===== src/i2cm_pkg.sv =====
// package: register map, field positions, timing and states of the two-wire bus controller
package i2cm_pkg;
    // ------------------------------------------------------------
    // register map (word index on the plain register port)
    // ------------------------------------------------------------
    localparam int AW = 3;
    localparam logic [2:0] A_SHIFT = 3'h0;
    localparam logic [2:0] A_CTRL = 3'h1;
    localparam logic [2:0] A_STAT = 3'h2;
    localparam logic [2:0] A_OWN = 3'h3;
    localparam logic [2:0] A_CLK = 3'h4;
    localparam logic [7:0] RST_BYTE = 8'h00;

    // ------------------------------------------------------------
    // bus_ctrl_reg fields
    // ------------------------------------------------------------
    localparam int C_EN = 7;
    localparam int C_LREL = 6;
    localparam int C_SPIE = 5;
    localparam int C_WREL = 4;
    localparam int C_WTIM = 3;
    localparam int C_ACKE = 2;
    localparam int C_STT = 1;
    localparam int C_SPT = 0;
    // only these bits are stored, the others act on write and read as zero
    localparam logic [7:0] CTRL_KEEP = 8'hAC;

    // ------------------------------------------------------------
    // bus_status_reg and clk_select_reg fields
    // ------------------------------------------------------------
    localparam int S_MST = 7;
    localparam int S_ALD = 6;
    localparam int S_EXC = 5;
    localparam int S_COI = 4;
    localparam int S_TRC = 3;
    localparam int S_ACKD = 2;
    localparam int S_STD = 1;
    localparam int S_SPD = 0;
    localparam int K_SMC = 3;
    localparam int K_CL1 = 1;
    localparam int K_CL0 = 0;

    // ------------------------------------------------------------
    // address decode and bit counting
    // ------------------------------------------------------------
    localparam logic [3:0] EXT_LO = 4'h0;
    localparam logic [3:0] EXT_HI = 4'hF;
    localparam logic [3:0] BIT0 = 4'h0;
    localparam logic [3:0] BIT1 = 4'h1;
    localparam logic [3:0] BIT8 = 4'h8;
    localparam logic [3:0] BIT9 = 4'h9;

    // half serial clock period in mclk cycles, shifted left by the rate bits
    localparam logic [11:0] HALF_STD = 12'h0FA;
    localparam logic [11:0] HALF_FAST = 12'h03F;
    localparam logic [11:0] CNT_ONE = 12'h001;

    typedef enum logic [9:0] {
        G_IDLE = 10'h001,
        G_RLO = 10'h002,
        G_RHI = 10'h004,
        G_STA = 10'h008,
        G_LOW = 10'h010,
        G_HIGH = 10'h020,
        G_WAIT = 10'h040,
        G_PLO = 10'h080,
        G_PHI = 10'h100,
        G_PCHK = 10'h200
    } i2cm_gen_t;
endpackage

===== src/i2cm_ctrl.sv =====
// two-wire multi-master bus controller: registers, bus monitor, byte engine, clock generator
//
// The register addresses and the strobed register port are this design's own decisions.
`timescale 1ns/1ns
module i2cm_ctrl (
    input wire logic mclk,
    input wire logic arst_n,
    input wire logic [i2cm_pkg::AW-1:0] addr,
    input wire logic [7:0] wdata,
    input wire logic wr,
    input wire logic rd,
    output logic [7:0] rdata,
    input wire logic scl_in,
    output logic scl_out,
    output logic scl_oe,
    input wire logic sda_in,
    output logic sda_out,
    output logic sda_oe,
    output logic bus_irq
);
    import i2cm_pkg::*;

    logic [7:0] shift, own, ctrl, clk_sel;
    logic [1:0] scl_sy, sda_sy;
    logic scl_p, sda_p;
    logic master, resv, trc, ext_f, coi_f, ald_f, ackd_f, std_f, spd_f;
    logic slave_on, addr_ph, xfer_on, al_pend, hold, sda_dat, rwb;
    logic [3:0] bitcnt;
    logic [11:0] tcnt;
    logic g_scl, g_sda;
    i2cm_gen_t gs;

    // ------------------------------------------------------------
    // decode helpers
    // ------------------------------------------------------------
    // nibble 0000 covers general call, start byte, alternate bus and reserved
    // codes; 1111 covers the 10-bit prefix
    function automatic logic is_ext(input logic [7:0] b);
        return (b[7:4] == EXT_LO) || (b[7:4] == EXT_HI);
    endfunction

    function automatic logic [11:0] half_of(input logic [7:0] k);
        return (k[K_SMC] ? HALF_FAST : HALF_STD) << k[K_CL1:K_CL0];
    endfunction

    wire scl_s = scl_sy[1];
    wire sda_s = sda_sy[1];
    wire en = ctrl[C_EN];
    wire spie = ctrl[C_SPIE];
    wire wtim = ctrl[C_WTIM];
    wire acke = ctrl[C_ACKE];
    wire [11:0] half = half_of(clk_sel);
    wire wr_shift = wr && (addr == A_SHIFT);
    wire wr_ctrl = wr && (addr == A_CTRL) && en;
    wire do_lrel = wr_ctrl && wdata[C_LREL];
    wire do_wrel = wr_ctrl && wdata[C_WREL];
    wire do_stt = wr_ctrl && wdata[C_STT];
    wire do_spt = wr_ctrl && wdata[C_SPT];
    wire rel = hold && (do_wrel || wr_shift || do_stt || do_spt);
    wire tick = (tcnt == 12'h000);

    // ------------------------------------------------------------
    // bus conditions seen on the synchronised lines
    // ------------------------------------------------------------
    wire sta_det = scl_s && scl_p && sda_p && !sda_s;
    wire sto_det = scl_s && scl_p && !sda_p && sda_s;
    wire scl_rise = scl_s && !scl_p;
    wire scl_fall = !scl_s && scl_p;
    wire fall8 = xfer_on && scl_fall && (bitcnt == BIT8);
    wire fall9 = xfer_on && scl_fall && (bitcnt == BIT9);
    wire a_slv = addr_ph && !master;
    wire e_now = is_ext(shift);
    wire m_now = (shift[7:1] == own[7:1]);

    // interrupt points; a non-matching slave stays silent
    wire i8 = a_slv ? e_now : ((master || slave_on) && !wtim);
    wire i9 = master ? (addr_ph || wtim)
        : (slave_on && (addr_ph ? (coi_f && !ext_f) : wtim));
    wire al8 = al_pend && !wtim && (addr_ph ? e_now : ext_f);
    wire trc9 = addr_ph ? (master ? !rwb : (slave_on && rwb)) : trc;

    // a released data bit that reads back low means another master won
    wire al_data = xfer_on && scl_rise && master && trc && !sda_dat && !sda_s
        && (bitcnt < BIT8);
    wire al_stop = sto_det && master && (gs != G_PCHK);
    wire al_gen = tick && ((gs == G_RHI && scl_s && !sda_s)
        || (gs == G_STA && !scl_s)
        || (gs == G_PCHK && master && !sto_det));
    wire al_ev = al_data || al_stop || al_gen;

    // ------------------------------------------------------------
    // pin synchronisers
    // ------------------------------------------------------------
    always_ff @(posedge mclk or negedge arst_n) begin
        if (!arst_n) begin
            scl_sy <= 2'h3;
            sda_sy <= 2'h3;
            scl_p <= 1'b1;
            sda_p <= 1'b1;
        end else begin
            scl_sy <= {scl_sy[0], scl_in};
            sda_sy <= {sda_sy[0], sda_in};
            scl_p <= scl_sy[1];
            sda_p <= sda_sy[1];
        end
    end

    // ------------------------------------------------------------
    // software registers
    // ------------------------------------------------------------
    // own_address_reg is written by software only; decoding never alters it
    always_ff @(posedge mclk or negedge arst_n) begin
        if (!arst_n) begin
            ctrl <= RST_BYTE;
            own <= RST_BYTE;
            clk_sel <= RST_BYTE;
        end else if (wr) begin
            if (addr == A_CTRL) begin
                ctrl <= wdata & CTRL_KEEP;
            end
            if (addr == A_OWN) begin
                own <= wdata;
            end
            if (addr == A_CLK) begin
                clk_sel <= wdata;
            end
        end
    end

    always_ff @(posedge mclk or negedge arst_n) begin
        if (!arst_n) begin
            rdata <= RST_BYTE;
        end else if (rd) begin
            case (addr)
                A_SHIFT: rdata <= shift;
                A_CTRL: rdata <= ctrl;
                A_STAT: rdata <= {master, ald_f, ext_f, coi_f, trc, ackd_f, std_f, spd_f};
                A_OWN: rdata <= own;
                A_CLK: rdata <= clk_sel;
                default: rdata <= RST_BYTE;
            endcase
        end else begin
            rdata <= RST_BYTE;
        end
    end

    // ------------------------------------------------------------
    // shift register
    // ------------------------------------------------------------
    // the line is captured even while sending, so software can compare
    always_ff @(posedge mclk or negedge arst_n) begin
        if (!arst_n) begin
            shift <= RST_BYTE;
        end else if (wr_shift) begin
            shift <= wdata;
        end else if (en && xfer_on && scl_rise && bitcnt < BIT8) begin
            shift <= {shift[6:0], sda_s};
        end
    end

    // ------------------------------------------------------------
    // byte engine: bit count, decode, ack, wait
    // ------------------------------------------------------------
    always_ff @(posedge mclk or negedge arst_n) begin
        if (!arst_n) begin
            xfer_on <= 1'b0;
            addr_ph <= 1'b0;
            slave_on <= 1'b0;
            bitcnt <= BIT0;
            hold <= 1'b0;
            sda_dat <= 1'b0;
            trc <= 1'b0;
            ext_f <= 1'b0;
            coi_f <= 1'b0;
            ackd_f <= 1'b0;
            rwb <= 1'b0;
        end else if (!en) begin
            xfer_on <= 1'b0;
            addr_ph <= 1'b0;
            slave_on <= 1'b0;
            bitcnt <= BIT0;
            hold <= 1'b0;
            sda_dat <= 1'b0;
            trc <= 1'b0;
            ext_f <= 1'b0;
            coi_f <= 1'b0;
            ackd_f <= 1'b0;
            rwb <= 1'b0;
        end else begin
            if (sta_det) begin
                xfer_on <= 1'b1;
                addr_ph <= 1'b1;
                bitcnt <= BIT0;
                slave_on <= 1'b0;
                ext_f <= 1'b0;
                coi_f <= 1'b0;
                trc <= master;
                sda_dat <= 1'b0;
            end else if (sto_det) begin
                xfer_on <= 1'b0;
                addr_ph <= 1'b0;
                slave_on <= 1'b0;
                hold <= 1'b0;
                sda_dat <= 1'b0;
                trc <= 1'b0;
            end else if (do_lrel) begin
                slave_on <= 1'b0;
                addr_ph <= 1'b0;
                hold <= 1'b0;
                sda_dat <= 1'b0;
                trc <= 1'b0;
                ext_f <= 1'b0;
                coi_f <= 1'b0;
            end else if (rel) begin
                hold <= 1'b0;
                if (do_stt || do_spt) begin
                    sda_dat <= 1'b0;
                end else if (bitcnt == BIT8) begin
                    // ack level is set on the same edge that ends the wait
                    sda_dat <= !trc && (master || slave_on) && acke;
                end else if (wr_shift) begin
                    sda_dat <= trc && !wdata[7];
                end
            end else if (xfer_on && scl_rise) begin
                bitcnt <= bitcnt + BIT1;
                if (bitcnt == BIT8) begin
                    ackd_f <= !sda_s;
                end
            end else if (xfer_on && scl_fall) begin
                case (bitcnt)
                    BIT8: begin
                        rwb <= shift[0];
                        if (a_slv) begin
                            ext_f <= e_now;
                            coi_f <= m_now;
                            slave_on <= e_now || m_now;
                            sda_dat <= m_now || (e_now && acke);
                        end else begin
                            sda_dat <= !trc && (master || slave_on) && acke;
                        end
                        hold <= i8;
                    end
                    BIT9: begin
                        bitcnt <= BIT0;
                        addr_ph <= 1'b0;
                        hold <= i9;
                        trc <= trc9;
                        sda_dat <= trc9 && !shift[7];
                    end
                    default: begin
                        sda_dat <= trc && !shift[7];
                        if (bitcnt == BIT0 && addr_ph && master) begin
                            hold <= 1'b1;
                        end
                    end
                endcase
            end
            if (al_ev) begin
                trc <= 1'b0;
                sda_dat <= 1'b0;
            end
        end
    end

    // ------------------------------------------------------------
    // status flags and interrupt pulse
    // ------------------------------------------------------------
    always_ff @(posedge mclk or negedge arst_n) begin
        if (!arst_n) begin
            std_f <= 1'b0;
            spd_f <= 1'b0;
            ald_f <= 1'b0;
            al_pend <= 1'b0;
            bus_irq <= 1'b0;
        end else if (!en) begin
            std_f <= 1'b0;
            spd_f <= 1'b0;
            ald_f <= 1'b0;
            al_pend <= 1'b0;
            bus_irq <= 1'b0;
        end else begin
            if (sta_det) begin
                std_f <= 1'b1;
                spd_f <= 1'b0;
            end
            if (sto_det) begin
                std_f <= 1'b0;
                spd_f <= 1'b1;
            end
            bus_irq <= (fall8 && (i8 || al8)) || (fall9 && (i9 || al_pend))
                || (sto_det && spie);
            if (sto_det || (fall8 && al8) || fall9) begin
                al_pend <= 1'b0;
            end
            // a new loss outranks the clear in the same cycle, except when a stop is detected
            if (al_ev && !sto_det) begin
                al_pend <= 1'b1;
            end
            if (rd && addr == A_STAT) begin
                ald_f <= 1'b0;
            end
            if (al_ev) begin
                ald_f <= 1'b1;
            end
        end
    end

    // ------------------------------------------------------------
    // master clock and condition generator
    // ------------------------------------------------------------
    always_ff @(posedge mclk or negedge arst_n) begin
        if (!arst_n) begin
            gs <= G_IDLE;
            master <= 1'b0;
            resv <= 1'b0;
            g_scl <= 1'b0;
            g_sda <= 1'b0;
            tcnt <= 12'h000;
        end else if (!en || al_ev) begin
            gs <= G_IDLE;
            master <= 1'b0;
            g_scl <= 1'b0;
            g_sda <= 1'b0;
            if (!en) begin
                resv <= 1'b0;
            end
        end else begin
            if (!tick) begin
                tcnt <= tcnt - CNT_ONE;
            end
            case (gs)
                G_IDLE: begin
                    if (do_spt && !master) begin
                        gs <= G_PLO;
                        g_scl <= 1'b1;
                        g_sda <= 1'b1;
                        tcnt <= half;
                    end else if ((do_stt && spd_f) || (resv && sto_det)) begin
                        gs <= G_STA;
                        g_sda <= 1'b1;
                        master <= 1'b1;
                        resv <= 1'b0;
                        tcnt <= half;
                    end else if (do_stt && std_f) begin
                        resv <= 1'b1;
                    end
                end
                G_RLO: begin
                    if (tick) begin
                        gs <= G_RHI;
                        g_scl <= 1'b0;
                        tcnt <= half;
                    end
                end
                G_RHI: begin
                    if (!scl_s) begin
                        tcnt <= half;
                    end else if (tick) begin
                        gs <= G_STA;
                        g_sda <= 1'b1;
                        tcnt <= half;
                    end
                end
                G_STA: begin
                    if (tick) begin
                        gs <= G_LOW;
                        g_scl <= 1'b1;
                        tcnt <= half;
                    end
                end
                G_LOW: begin
                    // the start is complete once the clock is low; data bits come from sda_dat
                    g_sda <= 1'b0;
                    if (hold) begin
                        gs <= G_WAIT;
                    end else if (tick) begin
                        gs <= G_HIGH;
                        g_scl <= 1'b0;
                        tcnt <= half;
                    end
                end
                G_HIGH: begin
                    // an early fall from a faster master restarts our low phase
                    if (scl_fall || (scl_s && tick)) begin
                        gs <= G_LOW;
                        g_scl <= 1'b1;
                        tcnt <= half;
                    end else if (!scl_s) begin
                        tcnt <= half;
                    end
                end
                G_WAIT: begin
                    if (do_spt) begin
                        gs <= G_PLO;
                        g_sda <= 1'b1;
                        tcnt <= half;
                    end else if (do_stt) begin
                        gs <= G_RLO;
                        tcnt <= half;
                    end else if (!hold) begin
                        gs <= G_LOW;
                        tcnt <= half;
                    end
                end
                G_PLO: begin
                    if (tick) begin
                        gs <= G_PHI;
                        g_scl <= 1'b0;
                        tcnt <= half;
                    end
                end
                G_PHI: begin
                    if (!scl_s) begin
                        tcnt <= half;
                    end else if (tick) begin
                        gs <= G_PCHK;
                        g_sda <= 1'b0;
                        tcnt <= half;
                    end
                end
                G_PCHK: begin
                    if (sto_det) begin
                        gs <= G_IDLE;
                        master <= 1'b0;
                    end
                end
                default: gs <= G_IDLE;
            endcase
        end
    end

    // open-drain lines: the level driven is always low
    assign scl_out = 1'b0;
    assign sda_out = 1'b0;
    assign scl_oe = g_scl || hold;
    assign sda_oe = g_sda || sda_dat;
endmodule


===== config.mk =====
export PLATFORM = sky130hd
export DESIGN_NAME = i2cm_ctrl
export DESIGN_NICKNAME = d
export VERILOG_FILES = /design/src/i2cm_pkg.sv /design/src/i2cm_ctrl.sv
export SDC_FILE = /design/constraint.sdc
export NUM_CORES = 1
export LEC_CHECK = 0
export BUFFER_PORTS_ARGS = -buffer_cell sky130_fd_sc_hd__buf_2
export CAP_MARGIN = 10
export CORE_ASPECT_RATIO = 0.5
export CORE_MARGIN = 4
export CORE_UTILIZATION = 55
export CTS_CLUSTER_SIZE = 25
export DETAILED_ROUTE_END_ITERATION = 7
export PLACE_DENSITY = 0.71
export SKIP_CTS_REPAIR_TIMING = 1
export SYNTH_ARGS = -nofsm -noshare
export SYNTH_HDL_FRONTEND = slang
export SYNTH_SLANG_ARGS = --single-unit

===== constraint.sdc =====
create_clock -name mclk -period 3.4 [get_ports mclk]
set_input_delay 0.51 -clock mclk [delete_from_list [all_inputs] [get_ports mclk]]
set_output_delay 0.51 -clock mclk [all_outputs]
set_load 0.01 [all_outputs]

==> results.ini <==
[power]
power_density_nw_per_um2 = 645.7
switching_share_pct = 38.01
p_total_mw = 4.006
ir_drop_mv = 0.2791
p_int_mw = 2.484
seqPwrFrac_pct = 36.9
clkPwrFrac_pct = 26.6
p_leak_nw = 2.603
switchingPower_mw = 1.523
combinationalPowerShare_pct = 36.5

[synth]
async_reset_ff_share_pct = 100.0
synth.top_cell.area_share_pct = 35.45
ys_types = 84
synthTopCellsByArea = dfrtp_1, mux2_2, a21oi_1, mux2i_1, o21ai_0
syn_inst = 613
ys_warn_count = 0
ys_seq_area_share_pct = 38.70
synth_top_area_cell = dfrtp_1
ys_ff_latch = 87
synth_area_per_cell_sq_um = 9.214
synth-edff-count = 0
syn_area_sq_um = 5648
synth_ff_type = dfrtp_1

[clocking]
clkLatencyLatePin_ps = 350
cts_buffers = 9
clock-sinks = 87
tritoncts = yes
cts_root_buffer = clkbuf_16
h-tree-depth = 3
path_clk_slew_ps = 70
cts.path.max_buffers = 2

[sta]
final.setup.tns_ps = 0
timing.final.ws_setup_ps = 512.1
fin_skew_ps = 10.08
setup_viol = 0
whs_ps = 104.6
clock.fmax_mhz = 346.3
rsz0062_at_grt = no
post-route-period-util_pct = 84.94
worst_pin_slew_ps = 954.1
finalCriticalPeriod_ps = 2888
final_max_slew_viol_count = 0
finalHoldViolations = 0
maxSlewHeadroom_pct = 36.26

[grt]
grt_max_degree = 36
grt_pass1_vias = 4742
antenna_found_initial = 0
grt-ovfl-total = 0
grt_pass1_wl_microns = 25710
grtUsageTotal_pct = 27.27

[cells_and_area]
post-route-util_pct = 63.78
nets = 653
final_area_sq_um = 6205
instances_no_fill = 772
final_cell_mix = dfrtp_1, nor2_1, a21oi_1, o21ai_0, nand2_1
layout-drive-gt1-share_pct = 18.68
layout_commonest_cell = dfrtp_1
syn_to_final_growth_pct = 9.858
insertedDiodeCount = 0

[drt]
vias = 5046
viasPerCell = 6.536
drt_first_pass_iters = 5
ant_nets = 0
routed_wl_microns = 15700
wire_per_inst_microns = 20.33
drcViolationCount = 0
drt_first_iter_violations = 579

[critical_path]
cp-end-kind = flop
slowest_delay_ps = 440
crit_fanout = 9
cpLargestDelayFamily = simple AND/OR/NAND/NOR gates
crit_path_cell_trace = inv_1 -> ha_1 -> nor2b_1 -> and4_1 -> a211oi_4 -> a211o_1 -> a2111oi_4 -> buf_4 -> nand4_1 -> o211a_1
critPathKind = flop to flop
cp.buffers_inverters = 2
arrival_ps = 3120
crit_slowest_cell = dfrtp_1
start_kind = flop
required_ps = 3630

[floorplanning]
core-area_sq_um = 9728
io_pins = 30
fp-row-count = 25
dieArea_sq_um = 12050
die_x_microns = 151.3
die_height_microns = 79.66
start_util_pct = 58.06

[status]
outcome = completed

[placement]
post-place-ws_ps = 574.2
io_buffers = 27
placed_cells = 755
place_area_sq_um = 5878
globalplace.congestion = 0.9425
hpwl_microns = 11230

[run]
maxCapViolations = 0

[hold_path]
hp-class = input pin to async pin

[cell type report]
cell class	count	area (sq um)
clock buffer	11	252.7
clock inverter	5	62.56
fill	826	3523
inverter	21	78.83
multi-input combinational	470	3194
sequential	87	2186
tap	135	168.9
timing repair buffer	43	261.5
[cell families after synthesis]
logic type	share of synthesized area [%]
other cells	0.06640
flops	38.70
compound gates	19.83
simple gates	24.94
buf+inv	4.807
xor+xnor	1.861
mux	8.906
fa+ha+maj	0.8862
[per-layer routing]
metal  vias to the layer above  share of wire [%]  global-route usage (%)
met5                         -                  0                       0
met4                         0                1.2                   5.696
met3                        22                8.4                   5.559
met2                       245                 44                   40.24
met1                      2462                 47                   41.32
li1                       2317                  -                       -
[power by group through the flow]
stage / Sequential, mW / Clock [mW] / Combinational (mW)
floorplan: 1.41 / 0 / 1.11
global placement: 1.49 / 0 / 1.40
detailed placement: 1.49 / 0 / 1.42
CTS: 1.47 / 1.07 / 1.43
global route: 1.51 / 1.12 / 1.60
finish: 1.48 / 1.06 / 1.46
[synth_stat cells, types with 2 or more instances]
library cell	number
o2111ai_1	3
a21oi_1	43
or2_2	2
o31ai_1	4
o211ai_1	3
a211oi_1	3
nor4_1	11
nand4b_1	3
a311oi_1	4
ha_1	4
xnor2_1	5
nand2_1	38
a211o_1	2
and2_1	17
dfrtp_1	80
o22a_1	2
a22o_1	3
or4_4	2
nand3_1	31
and3_1	6
mux2i_1	21
nor2b_1	7
a31oi_1	4
o21ai_1	3
mux2_2	26
nor4_4	3
nor2_1	54
buf_2	7
clkbuf_1	19
nor3_1	21
inv_1	20
a41oi_1	2
and4_1	5
nand4_1	8
xor2_1	7
nor3b_1	7
buf_6	4
buf_4	5
o22ai_1	10
or4_1	3
a22oi_1	15
or3_1	3
dfstp_2	7
o21ai_0	41
nand2b_1	6
[worst register-to-register path, cell delays in order (launching register included)]
cell and delay [ps]:
dfrtp_1 440, inv_1 150, ha_1 180, nor2b_1 370, and4_1 430, a211oi_4 120, a211o_1 290, a2111oi_4 270
buf_4 250, nand4_1 120, o211a_1 150
[flip-flops by register name (all words and copies together), names as in the netlist, 2 cells and up]
name     cells
bitcnt       4
clk_sel      8
ctrl         4
gs          10
own          8
rdata        8
scl_sy       2
sda_sy       2
shift        8
tcnt        12
[path summary, 6_finish.rpt]
kind	start	to	slack [ps]	cells after the start
max	tcnt[0]	gs[4]	510	10
min	arst_n	tcnt[7]	100	1
max reg2reg	tcnt[0]	gs[4]	510	10
min reg2reg	sda_sy[0]	sda_sy[1]	370	0
max in group asynchronous	arst_n	scl_sy[1]	2490	2
min in group mclk	scl_in	scl_sy[0]	260	1
(Power assumes the default switching activity.)
